===== config.mk =====
export PLATFORM = sky130hd
export DESIGN_NAME = codec_port_status
export DESIGN_NICKNAME = d
export VERILOG_FILES = /design/src/shared/codec_status_pkg.sv /design/src/shared/sticky_ctl_if.sv /design/src/design/codec_port_status.sv /design/src/design/sticky_flag.sv /design/src/design/level_flags.sv
export SDC_FILE = /design/constraint.sdc
export NUM_CORES = 1
export LEC_CHECK = 0
export ABC_AREA = 1
export BUFFER_PORTS_ARGS = -buffer_cell sky130_fd_sc_hd__buf_2
export CELL_PAD_IN_SITES_DETAIL_PLACEMENT = 1
export CELL_PAD_IN_SITES_GLOBAL_PLACEMENT = 2
export CORE_ASPECT_RATIO = 0.75
export CORE_MARGIN = 5
export CORE_UTILIZATION = 20
export DETAILED_ROUTE_END_ITERATION = 7
export PLACE_DENSITY_LB_ADDON = 0.1
export SLEW_MARGIN = 20
export SYNTH_ARGS = -nofsm -noshare
export SYNTH_HDL_FRONTEND = slang
export SYNTH_SLANG_ARGS = --single-unit

===== constraint.sdc =====
create_clock -name pclk -period 1.3 [get_ports pclk]
set_input_delay 0.26 -clock pclk [delete_from_list [all_inputs] [get_ports pclk]]
set_output_delay 0.26 -clock pclk [all_outputs]
set_load 0.01 [all_outputs]

===== src/shared/codec_status_pkg.sv =====
package codec_status_pkg;

	// ------------------------------------------------------------
	// Register map
	// ------------------------------------------------------------
	localparam int ADDR_W = 12;
	localparam logic [11:0] STATUS_OFF = 12'h018;
	localparam logic [11:0] MASK_OFF = 12'h01c;

	// ------------------------------------------------------------
	// Status field positions
	// ------------------------------------------------------------
	localparam int UNDERRUN_BIT = 6;
	localparam int OVERRUN_BIT = 7;
	localparam int AUD_NOT_FULL_BIT = 8;
	localparam int AUD_NOT_EMPTY_BIT = 9;
	localparam int TEL_NOT_FULL_BIT = 10;
	localparam int TEL_NOT_EMPTY_BIT = 11;
	localparam int WDONE_BIT = 12;
	localparam int RDONE_BIT = 13;
	localparam int AUDEN_BIT = 14;
	localparam int TELEN_BIT = 15;

	// ------------------------------------------------------------
	// Level flag order and reset values
	// ------------------------------------------------------------
	localparam int LVL_N = 6;
	// Order from bit 5: tel_en, aud_en, tel_rx, tel_tx, aud_rx, aud_tx
	localparam logic [5:0] LVL_RST = 6'h05;
	localparam logic [1:0] MASK_RST = 2'h3;
	localparam logic FLAG_RST = 1'b0;

endpackage : codec_status_pkg


===== src/shared/sticky_ctl_if.sv =====
interface sticky_ctl_if;
	logic set;
	logic clr;
	logic q;
	modport owner(input set, input clr, output q);
	modport user(output set, output clr, input q);
endinterface : sticky_ctl_if


===== src/design/codec_port_status.sv =====
// Function
// Underrun of empty telecom transmit FIFO sets bit 6 and interrupts.
// Overrun of full telecom receive FIFO sets bit 7 and interrupts.
// Bit 8 is one while audio transmit FIFO is not full.
// Bit 9 is one while audio receive FIFO is not empty.
// Bit 10 is one while telecom transmit FIFO is not full.
// Bit 11 is one while telecom receive FIFO is not empty.
// Bit 12 sets when a codec register write has completed.
// Bit 13 sets when codec read data lands in data register.
// Bit 14 shows audio input or output enable in codec.
// Bit 15 shows telecom input or output enable in codec.
// Any data register access clears bits 12 and 13; a done event in the same cycle keeps its bit set.
// Writes to read-only and reserved bits ignored; reserved reads zero.
// Software clears set status bits before enabling the port.
// Error flags hold until written one; interrupt stays while set.
//
// Design decisions made here: the APB register port and the register addresses.
module codec_port_status (
	// Clock and reset
	input wire logic pclk,
	input wire logic presetn,
	// APB slave
	input wire logic psel,
	input wire logic penable,
	input wire logic pwrite,
	input wire logic [11:0] paddr,
	input wire logic [31:0] pwdata,
	output logic [31:0] prdata,
	output logic pready,
	output logic pslverr,
	// Telecom FIFO error events, one-cycle pulses
	input wire logic tel_tx_underrun_evt,
	input wire logic tel_rx_overrun_evt,
	// FIFO levels
	input wire logic aud_tx_full,
	input wire logic aud_rx_empty,
	input wire logic tel_tx_full,
	input wire logic tel_rx_empty,
	// Codec register traffic
	input wire logic codec_wr_done_evt,
	input wire logic codec_rd_done_evt,
	input wire logic codec_data_access,
	// Codec control register B enable bits
	input wire logic aud_in_ena,
	input wire logic aud_out_ena,
	input wire logic tel_in_ena,
	input wire logic tel_out_ena,
	// Interrupt
	output logic irq
);

	// ------------------------------------------------------------
	// Bus decode
	// ------------------------------------------------------------
	logic setup_ph;
	logic access_ph;
	logic hit_status;
	logic hit_mask;
	logic hit_any;
	logic wr_strobe;
	logic status_w1c;
	logic mask_wr;

	// Zero wait states: every access finishes in its first access cycle
	assign setup_ph = psel && !penable;
	assign access_ph = psel && penable;
	assign hit_status = (paddr == codec_status_pkg::STATUS_OFF);
	assign hit_mask = (paddr == codec_status_pkg::MASK_OFF);
	assign hit_any = hit_status || hit_mask;
	assign wr_strobe = access_ph && pwrite;
	assign status_w1c = wr_strobe && hit_status;
	assign mask_wr = wr_strobe && hit_mask;
	assign pready = 1'b1;
	assign pslverr = access_ph && !hit_any;

	// ------------------------------------------------------------
	// Sticky flags: 0 underrun, 1 overrun, 2 write done, 3 read done
	// ------------------------------------------------------------
	logic [3:0] flag_set;
	logic [3:0] flag_clr;
	logic [3:0] flag_q;
	logic clr_underrun;
	logic clr_overrun;

	// Only the two error bits accept write-one-to-clear
	assign clr_underrun = status_w1c &&
		pwdata[codec_status_pkg::UNDERRUN_BIT];
	assign clr_overrun = status_w1c &&
		pwdata[codec_status_pkg::OVERRUN_BIT];

	// Event sources for each flag
	assign flag_set[0] = tel_tx_underrun_evt;
	assign flag_set[1] = tel_rx_overrun_evt;
	assign flag_set[2] = codec_wr_done_evt;
	assign flag_set[3] = codec_rd_done_evt;

	// Completion flags clear on data register access, not by software
	assign flag_clr[0] = clr_underrun;
	assign flag_clr[1] = clr_overrun;
	assign flag_clr[2] = codec_data_access;
	assign flag_clr[3] = codec_data_access;

	// One flag cell per bit, joined by the control interface
	genvar gi;
	generate
		for (gi = 0; gi < 4; gi++) begin : g_flag
			sticky_ctl_if ctl();
			assign ctl.set = flag_set[gi];
			assign ctl.clr = flag_clr[gi];
			assign flag_q[gi] = ctl.q;
			sticky_flag u_flag (
				.pclk(pclk),
				.presetn(presetn),
				.f(ctl)
			);
		end
	endgenerate

	// ------------------------------------------------------------
	// Level flags
	// ------------------------------------------------------------
	logic [5:0] lvl_raw;
	logic [5:0] lvl_q;
	logic aud_en_raw;
	logic tel_en_raw;

	// Either direction enabled counts as path enabled
	assign aud_en_raw = aud_in_ena || aud_out_ena;
	assign tel_en_raw = tel_in_ena || tel_out_ena;

	// Not-full and not-empty senses are inverted from the FIFO side
	assign lvl_raw[0] = !aud_tx_full;
	assign lvl_raw[1] = !aud_rx_empty;
	assign lvl_raw[2] = !tel_tx_full;
	assign lvl_raw[3] = !tel_rx_empty;
	assign lvl_raw[4] = aud_en_raw;
	assign lvl_raw[5] = tel_en_raw;

	level_flags u_lvl (
		.pclk(pclk),
		.presetn(presetn),
		.raw(lvl_raw),
		.q(lvl_q)
	);

	// ------------------------------------------------------------
	// Mask and interrupt
	// ------------------------------------------------------------
	logic [1:0] mask_r;
	logic [1:0] mask_nxt;
	logic irq_r;
	logic irq_nxt;

	// Reset unmasked so errors interrupt without setup
	assign mask_nxt = mask_wr ?
		pwdata[codec_status_pkg::OVERRUN_BIT:
		codec_status_pkg::UNDERRUN_BIT] :
		mask_r;
	assign irq_nxt = |(flag_q[1:0] & mask_r);
	assign irq = irq_r;

	// Mask register and registered interrupt level
	always_ff @(posedge pclk or negedge presetn) begin
		if (!presetn) begin
			mask_r <= codec_status_pkg::MASK_RST;
			irq_r <= 1'b0;
		end else begin
			mask_r <= mask_nxt;
			irq_r <= irq_nxt;
		end
	end

	// ------------------------------------------------------------
	// Read data
	// ------------------------------------------------------------
	logic [31:0] status_word;
	logic [31:0] mask_word;
	logic [31:0] rd_sel;
	logic [31:0] prdata_r;
	logic [31:0] prdata_nxt;

	// Reserved bits 31..16 and lower service bits read as zero
	assign status_word = {16'h0000, lvl_q[5], lvl_q[4], flag_q[3],
		flag_q[2], lvl_q[3], lvl_q[2], lvl_q[1], lvl_q[0],
		flag_q[1], flag_q[0], 6'h00};
	assign mask_word = {24'h000000, mask_r, 6'h00};
	assign rd_sel = hit_status ? status_word :
		(hit_mask ? mask_word : 32'h00000000);
	assign prdata_nxt = (setup_ph && !pwrite) ? rd_sel : prdata_r;
	assign prdata = prdata_r;

	// Read data captured in the setup cycle, held through access
	always_ff @(posedge pclk or negedge presetn) begin
		if (!presetn) begin
			prdata_r <= 32'h00000000;
		end else begin
			prdata_r <= prdata_nxt;
		end
	end
endmodule : codec_port_status


===== src/design/sticky_flag.sv =====
module sticky_flag (
	// Clock and reset
	input wire logic pclk,
	input wire logic presetn,
	// Flag control
	sticky_ctl_if.owner f
);

	logic q_r;
	logic q_nxt;

	// Set beats clear so an event in the clear cycle survives
	assign q_nxt = f.set ? 1'b1 : (f.clr ? 1'b0 : q_r);
	assign f.q = q_r;

	// Flag store
	always_ff @(posedge pclk or negedge presetn) begin
		if (!presetn) begin
			q_r <= codec_status_pkg::FLAG_RST;
		end else begin
			q_r <= q_nxt;
		end
	end

endmodule : sticky_flag


===== src/design/level_flags.sv =====
module level_flags (
	// Clock and reset
	input wire logic pclk,
	input wire logic presetn,
	// Live levels and their registered copy
	input wire logic [5:0] raw,
	output logic [5:0] q
);

	logic [5:0] q_r;

	assign q = q_r;

	// One register stage keeps status reads glitch free
	always_ff @(posedge pclk or negedge presetn) begin
		if (!presetn) begin
			q_r <= codec_status_pkg::LVL_RST;
		end else begin
			q_r <= raw;
		end
	end

endmodule : level_flags


Word-level counts from Yosys, hierarchy flattened
Index checks and enable logic that the tools add are counted.
- register bits after elaboration: 45
- latch bits: 0
- bits in writable memories: 0
- bits in read-only memories: 0
- output and inout bits: 35
- memories kept: 0
- add/subtract/negate cells: 0
- $mul: 0
- div/mod/pow operators: 0
- magnitude comparators: 0
- eq/ne operators: 2
- shift-type cells: 0
- muxes and demuxes: 9
- bitwise gates (word level): 1
- reduce and logical (&&, ||, !) cells: 24
- operators by type and width (kind ; number):
    12-bit by 5-bit == test with 1-bit output (second input constant) ; 2
    16-bit two-way mux ; 1
    1-bit logical AND ; 9
    8-bit two-way mux ; 1
    2-bit nonzero test ; 4
    1-bit zero test ; 7
    1-bit two-way mux ; 7
    1-bit logical OR ; 3
    2-bit AND ; 1
    2-bit OR reduction ; 1

Logic depth before layout (Yosys ltp)
Gate-level depths: netlist (run 1).
- word-level depth: 6
- mapped depth: 8

Cells and area by module
A second synthesis (run 1) with hierarchy kept.
- cell total of the unflattened synthesis: 150
- area total of the unflattened synthesis: 1211.2 um2
- modules (own cells, without submodules) (module ; instances ; cells each ; area each (um2) ; sequential area each (um2)):
    codec_port_status ; 1 ; 124 ; 898.4 ; 327.8
    sticky_flag ; 4 ; 5 ; 40.0 ; 25.0
    level_flags ; 1 ; 6 ; 152.6 ; 152.6

Worst setup path after synthesis (run 1)
Ideal clock, no wire load.
- path type: input to output
- from: input port paddr[11]
- to: output port pslverr
- data arrival time: 0.728 ns
- required time: 1.040 ns
- slack: 0.312 ns
- cell stages on the path: 4
- buffers on the path: 0
- path through: nor2_2 -> nand2_2 -> nor2_4 -> a21oi_1
- longest elaborated chain between the ends: 4
- elaborated cells on any way between the ends: 5
- those cells by class: 2 x eq/ne; 3 x reduce/logical
- ends and longest elaborated chain (item ; line ; text):
    start, declared ; codec_port_status.sv:26 ; input wire logic [11:0] paddr,
    12-bit by 5-bit == test with 1-bit output, on equally long branches ; codec_port_status.sv:67, codec_port_status.sv:68 ;
    1-bit logical OR * ; codec_port_status.sv:69 ; assign hit_any = hit_status || hit_mask;
    1-bit zero test * ; codec_port_status.sv:74 ; assign pslverr = access_ph && !hit_any;
    1-bit logical AND * ; codec_port_status.sv:74 ;
    end, declared ; codec_port_status.sv:30 ; output logic pslverr,
Every way passes the cells marked *; elsewhere a longest branch is shown, timed or not.

Worst setup path in the final report (run 1)
- from: input port paddr[9]
- to: output port pslverr
The elaborated chain is that of the path after synthesis.

==> results.py, run 1 <==
metrics = {
    "logic_synthesis": {
        "synth_top_area_share_pct": 40.0,
        "synth_fa_ha_area_share_pct": 0,
        "synth-compound-area-share_pct": 3.27,
        "synth_area_leaders": "dfrtp_1, buf_4, nand2_1",
        "yosys.area_share.simple_pct": 26.0,
        "ys_seq_area_share_pct": 48.9,
        "synth_top_area_cell": "dfrtp_1",
        "synth_mux_area_share_pct": 0,
        "synth_top_family_by_area": "simple AND/OR/NAND/NOR gates",
        "syn_area_per_cell_um2": 8.48,
        "synth_xor_area_share_pct": 0,
        "synth.distinct_cells": 21,
        "yosysWarnings": 0,
        "synth_area_um2": 1190,
        "ys_ff_latch": 23,
        "netlist_instances": 140,
    },
    "timing": {
        "finalCriticalPeriod_ns": 1.16,
        "fin_crit_sh_pct": 89.4,
        "max_slew_margin_pct": 66.5,
        "worst_pin_slew_ns": 0.503,
        "setup_tns_ns": 0,
        "finalSetupViolCount": 0,
        "grt_setup_unrepaired": "no",
        "skew_ns": 0.00561,
        "whs_ns": 0.101,
        "finalMaxSlewViolations": 0,
        "hold_viol": 0,
        "fmax_mhz": 860,
    },
    "min_path": {
        "min_path_type": "input pin to register",
    },
    "grt": {
        "busiest_layer": "met2",
        "antenna_found_initial": 0,
        "gr-usage-met2_pct": 13.0,
        "grt_pass1_vias": 961,
        "grt_overflow": 0,
        "grtUsageMet3_pct": 1.90,
        "grt_max_degree": 24,
        "grt.total_usage_pct": 7.46,
        "use_met1_pct": 9.08,
        "grt_first_pass_wirelength_um": 4520,
    },
    "floorplan": {
        "die-area_um2": 7590,
        "initial_utilization_pct": 20.5,
        "die_y_um": 76.7,
        "ioPinCount": 97,
        "die_w_um": 99.0,
        "coreArea_um2": 5800,
        "row_count": 24,
    },
    "clocking": {
        "numCtsBuffers": 3,
        "cts.clk_slew.worst_paths_ns": 0.08,
        "insertion_delay_ns": 0.26,
        "h-tree-depth": 1,
        "clockBufferDepth": 2,
        "cts_tree": "done",
        "post_cts_buffers": 0,
        "clkSinkCount": 23,
        "clockRootBuffer": "clkbuf_8",
    },
    "routing": {
        "vias": 927,
        "drt.antenna.violating_nets": 0,
        "drt_iter0_markers": 31,
        "drc_errors": 0,
        "wirelength_um": 2790,
        "vias_per_cell": 3.50,
        "avgRoutedWirePerCell_um": 10.5,
        "first_pass_iters": 3,
    },
    "power": {
        "irDropWorstVdd_v": 0.000282,
        "p_leak_uw": 0.000875,
        "power_density_nw_per_um2": 888,
    },
    "critical_path": {
        "cp_slowest_stage_delay_ns": 0.14,
        "end_kind": "primary output",
        "critical_path_class": "input pin to primary output",
        "crit_path_frequent_cell": "buf_2",
        "cpMaxStageDelayCell": "buf_2",
        "crit_path_start_kind": "input pin",
        "cp.required_ns": 1.04,
        "critPathArrivalTime_ns": 0.90,
        "path_cells": "buf_2 > nor2_2 > nand2_2 > nor2_4 > a21oi_1 > buf_2",
        "worstPathMaxFanout": 3,
    },
    "cells_and_area": {
        "design_area_um2": 1470,
        "diodes": 0,
        "final_core_util_pct": 25.4,
        "fill_cells": 717,
        "final_nets": 250,
        "areaGrowthSynthToFinish_pct": 24.0,
        "drive_above_1_share_pct": 33.2,
    },
    "placed_design": {
        "place_hpwl_um": 2340,
        "postPlaceCellArea_um2": 1420,
        "io_buffers": 43,
        "gp_congestion": 0.683,
    },
    "status": {
        "status": "completed",
    },
    "flow_run": {
        "max_cap_viol_count": 0,
    },
}
## metrics by stage
step	power [uW]	setup WS, ns	cells
after floorplan	869	0.312	161
after global placement	890	0.0429	260
after detailed placement	895	0.0222	260
after CTS	1340	0.115	265
after global routing	1390	0.0719	265
final	1310	0.138	265
## power breakdown
group          total (uW)  internal (uW)  switching [uW]  leakage (uW)
Sequential            736            732            4.45      0.000278
Clock                 426            218             208     0.0000228
Combinational         146           52.5            93.2      0.000574
## final timing paths
path	from	endpoint	slack (ns)	depth (start not counted)
min in group asynchronous	presetn	prdata[12]$_DFFE_PN0P_	0.49	2
worst max-delay path	paddr[9]	pslverr	0.14	6
worst min register to register	prdata[15]$_DFFE_PN0P_	prdata[15]$_DFFE_PN0P_	0.47	2
worst min-delay path	aud_tx_full	u_lvl.q[0]$_DFF_PN1_	0.10	2
worst max register to register	mask_r[0]$_DFFE_PN1P_	prdata[6]$_DFFE_PN0P_	0.44	4
max in group asynchronous	presetn	mask_r[0]$_DFFE_PN1P_	0.43	2
## layout make-up
class	count	area [um^2]	share of cell area, %
clock buffer	4	45.0	3.06
inverter	20	75.1	5.10
multi-input combinational	94	434	29.5
sequential	23	581	39.4
tap	78	97.6	6.63
timing repair buffer	46	240	16.3
## cells by family (layout without fill, tap and decap cells)
kind of cell | count (synthesis) | in the layout
buffers and inverters | 44 | 70
AND/OR/NAND/NOR | 65 | 65
AO/OA/AOI/OAI | 6 | 6
other | 2 | 23
flip-flops | 23 | 23
## sequential cells by signal, indices dropped and copies added (netlist names)
register           cells
prdata                10
u_lvl.q                6
g_flag.u_flag.f.q      4
mask_r                 2
irq                    1
## per-layer routing
layer / share of wire, % / up-vias
met4: 0.79 / 0
met3: 6.6 / 2
met2: 51 / 36
li1: - / 473
met1: 42 / 416
met5: 0 / -
## cells in the mapped netlist
library cell / count
nand2_1: 33
dfstp_2: 4
nand2_2: 2
o21ai_0: 2
nor3_4: 1
o21bai_1: 2
dfrtp_1: 19
or2_2: 2
nand4_1: 2
nor2_2: 3
nand3_2: 1
a22o_1: 1
a21oi_1: 1
clkinv_1: 1
buf_4: 23
nor2_4: 1
conb_1: 2
nor2_1: 7
inv_1: 19
clkbuf_1: 1
nand3_1: 13
## critical path, delay by kind of cell
family	cells	cell delay, ns
buf+inv	2	0.24
simple gates	3	0.35
compound gates	1	0.06
## placed cells by master (no fill, tap or decap), types with 3 or more instances in the layout
cell / synthesis / routed
nand2_1: 33 / 33
buf_2: 0 / 43
clkbuf_8: 0 / 3
inv_1: 19 / 19
nor2_1: 7 / 7
dfstp_2: 4 / 4
dfrtp_1: 19 / 19
nor2_2: 3 / 3
nand3_1: 13 / 13
conb_1: 2 / 23
## what timing repair did
item,CTS,global route
endpoints found under the hold margin,19,0
hold buffers,1,0
resized for setup,0,0
Power figures use the tool's default switching activity.
==> run 2: changes to the inputs <==
--- a/config.mk
+++ b/config.mk
@@ -11,7 +11,7 @@
 export CELL_PAD_IN_SITES_GLOBAL_PLACEMENT = 2
 export CORE_ASPECT_RATIO = 0.75
 export CORE_MARGIN = 5
-export CORE_UTILIZATION = 20
+export CORE_UTILIZATION = 19
 export DETAILED_ROUTE_END_ITERATION = 7
 export PLACE_DENSITY_LB_ADDON = 0.1
 export SLEW_MARGIN = 20
==> constraint.sdc (replaced) <==
create_clock -name pclk -period 1.2 [get_ports pclk]
set_input_delay 0.24 -clock pclk [delete_from_list [all_inputs] [get_ports pclk]]
set_output_delay 0.24 -clock pclk [all_outputs]
set_load 0.01 [all_outputs]
==> results.py, run 2 (synthesis gave the netlist of run 1 again) <==
metrics = {
    "power": {
        "p_leak_uw": 0.000895,
        "irDropWorstVdd_v": 0.000333,
        "power_density_nw_per_um2": 935,
    },
    "grt": {
        "grt_overflow": 0,
        "grt_first_pass_wirelength_um": 4660,
        "grt.total_usage_pct": 7.38,
        "antenna_found_initial": 0,
        "grt_pass1_vias": 1019,
        "grt_max_degree": 24,
    },
    "cells_and_area": {
        "design_area_um2": 1520,
        "diodes": 0,
        "final_nets": 254,
        "layout_common_cells": "buf_2, nand2_1, conb_1, inv_1, dfrtp_1",
        "finalNonFillerCells": 272,
        "layout_commonest_cell": "buf_2",
        "largest_reg_flops": 10,
        "areaGrowthSynthToFinish_pct": 27.9,
        "drive_above_1_share_pct": 34.6,
    },
    "timing": {
        "whs_ns": 0.0845,
        "finalSetupViolCount": 0,
        "max_slew_margin_pct": 65.8,
        "finalCriticalPeriod_ns": 1.13,
        "hold_viol": 0,
        "skew_ns": 0.00103,
        "grt_setup_unrepaired": "no",
        "finalMaxSlewViolations": 0,
        "fmax_mhz": 888,
        "worst_pin_slew_ns": 0.512,
        "fin_crit_sh_pct": 93.9,
    },
    "min_path": {
        "min_path_type": "input pin to register",
        "hold_path.startpoint": "tel_tx_full",
    },
    "flow_run": {
        "max_cap_viol_count": 0,
    },
    "routing": {
        "drt.antenna.violating_nets": 0,
        "vias_per_cell": 3.54,
        "drt_iter0_markers": 25,
        "avgRoutedWirePerCell_um": 10.8,
        "drc_errors": 0,
        "first_pass_iters": 4,
        "wirelength_um": 2930,
        "vias": 962,
    },
    "critical_path": {
        "rr_startpoint": "mask_r[1]$_DFFE_PN1P_",
        "critPathArrivalTime_ns": 0.89,
        "startpoint": "paddr[7]",
        "cpMaxStageDelayCell": "buf_2",
        "cp_top_family": "simple AND/OR/NAND/NOR gates",
        "worstPathBufferInverterCount": 2,
        "end_kind": "primary output",
        "cp.required_ns": 0.96,
        "critical_path_class": "input pin to primary output",
        "path_cells": "buf_2 > nor2_1 > nand2_2 > nor2_4 > a21oi_1 > buf_2",
        "cp_slowest_stage_delay_ns": 0.14,
        "crit_path_frequent_cell": "buf_2",
        "worstPathMaxFanout": 3,
        "crit_path_start_kind": "input pin",
    },
    "placed_design": {
        "postPlaceCellArea_um2": 1430,
        "io_buffers": 43,
        "place_hpwl_um": 2430,
        "dp_cells": 263,
        "gp_congestion": 0.757,
    },
    "status": {
        "status": "completed",
    },
    "clocking": {
        "h-tree-depth": 1,
        "cts_tree": "done",
        "clockBufferDepth": 2,
        "numCtsBuffers": 3,
        "clockRootBuffer": "clkbuf_8",
        "clkSinkCount": 23,
        "insertion_delay_ns": 0.25,
        "cts.clk_slew.worst_paths_ns": 0.07,
    },
    "floorplan": {
        "die_w_um": 101,
        "ioPinCount": 97,
        "die_y_um": 78.5,
        "initial_utilization_pct": 19.2,
        "row_count": 25,
        "die-area_um2": 7950,
        "coreArea_um2": 6190,
    },
}
==> run 2: cell types whose count changed in the layout (fill, tap and decap cells not counted) <==
cell | before | now
buf_12 | 0 | 1
buf_4 | 2 | 5
==> run 2: worst register-to-register path, stage by stage, from the launching register on <==
cell,delay [ns]
dfstp_2,0.55
nand3_1,0.08
nand2_1,0.08
nand2_1,0.05
nand2_1,0.07
==> run 2: worst paths after layout <==
kind                                           to  slack, ns  cells past startpoint
setup / recovery                          pslverr       0.07                      6
max in group asynchronous    u_lvl.q[2]$_DFF_PN1_       0.35                      2
hold reg to reg            prdata[12]$_DFFE_PN0P_       0.48                      2
hold / removal               u_lvl.q[2]$_DFF_PN1_       0.08                      2
min in group asynchronous  prdata[10]$_DFFE_PN0P_       0.48                      2
setup reg to reg            prdata[7]$_DFFE_PN0P_       0.31                      4
==> run 2: area by class of cell <==
cell class                 instances  area, um^2
fill                             791        4670
tap                               81         101
multi-input combinational         94         434
inverter                          20        75.1
timing repair buffer              50         283
sequential                        23         581
clock buffer                       4        45.0
==> run 2: metrics by stage <==
stage | worst slack [ns] | power [uW] | setup TNS (ns) | utilization, %
finish | 0.0733 | 1420 | 0 | 24.5
global route | 0.0121 | 1520 | 0 | 24.5
detailed placement | -0.0645 | 972 | -0.453 | 23.2
CTS | 0.0395 | 1460 | 0 | 24.2
floorplan | 0.252 | 941 | 0 | -
global placement | -0.0283 | 965 | -0.181 | 23.2
==> run 2: power breakdown <==
group | internal [uW] | switching (uW) | total, uW
Sequential | 793 | 4.98 | 798
Clock | 236 | 223 | 459
Combinational | 60.2 | 104 | 164
==> run 2: what timing repair did <==
item | 4_1_cts | 5_1_grt
endpoints found under the setup margin | 1 | 1
pin swaps | 1 | 2
gates resized for setup | 0 | 0
hold buffers | 1 | 0
gates cloned | 0 | 0
setup buffers | 1 | 3
hold endpoints to repair | 19 | 0
==> run 2: layer usage <==
metal / vias to the layer above / global-route usage (%) / wire, um
met3: 2 / 2.13 / 234
met4: 0 / 1.59 / 25
li1: 484 / - / -
met5: - / 0 / 0
met2: 38 / 12.9 / 1420
met1: 438 / 8.96 / 1250
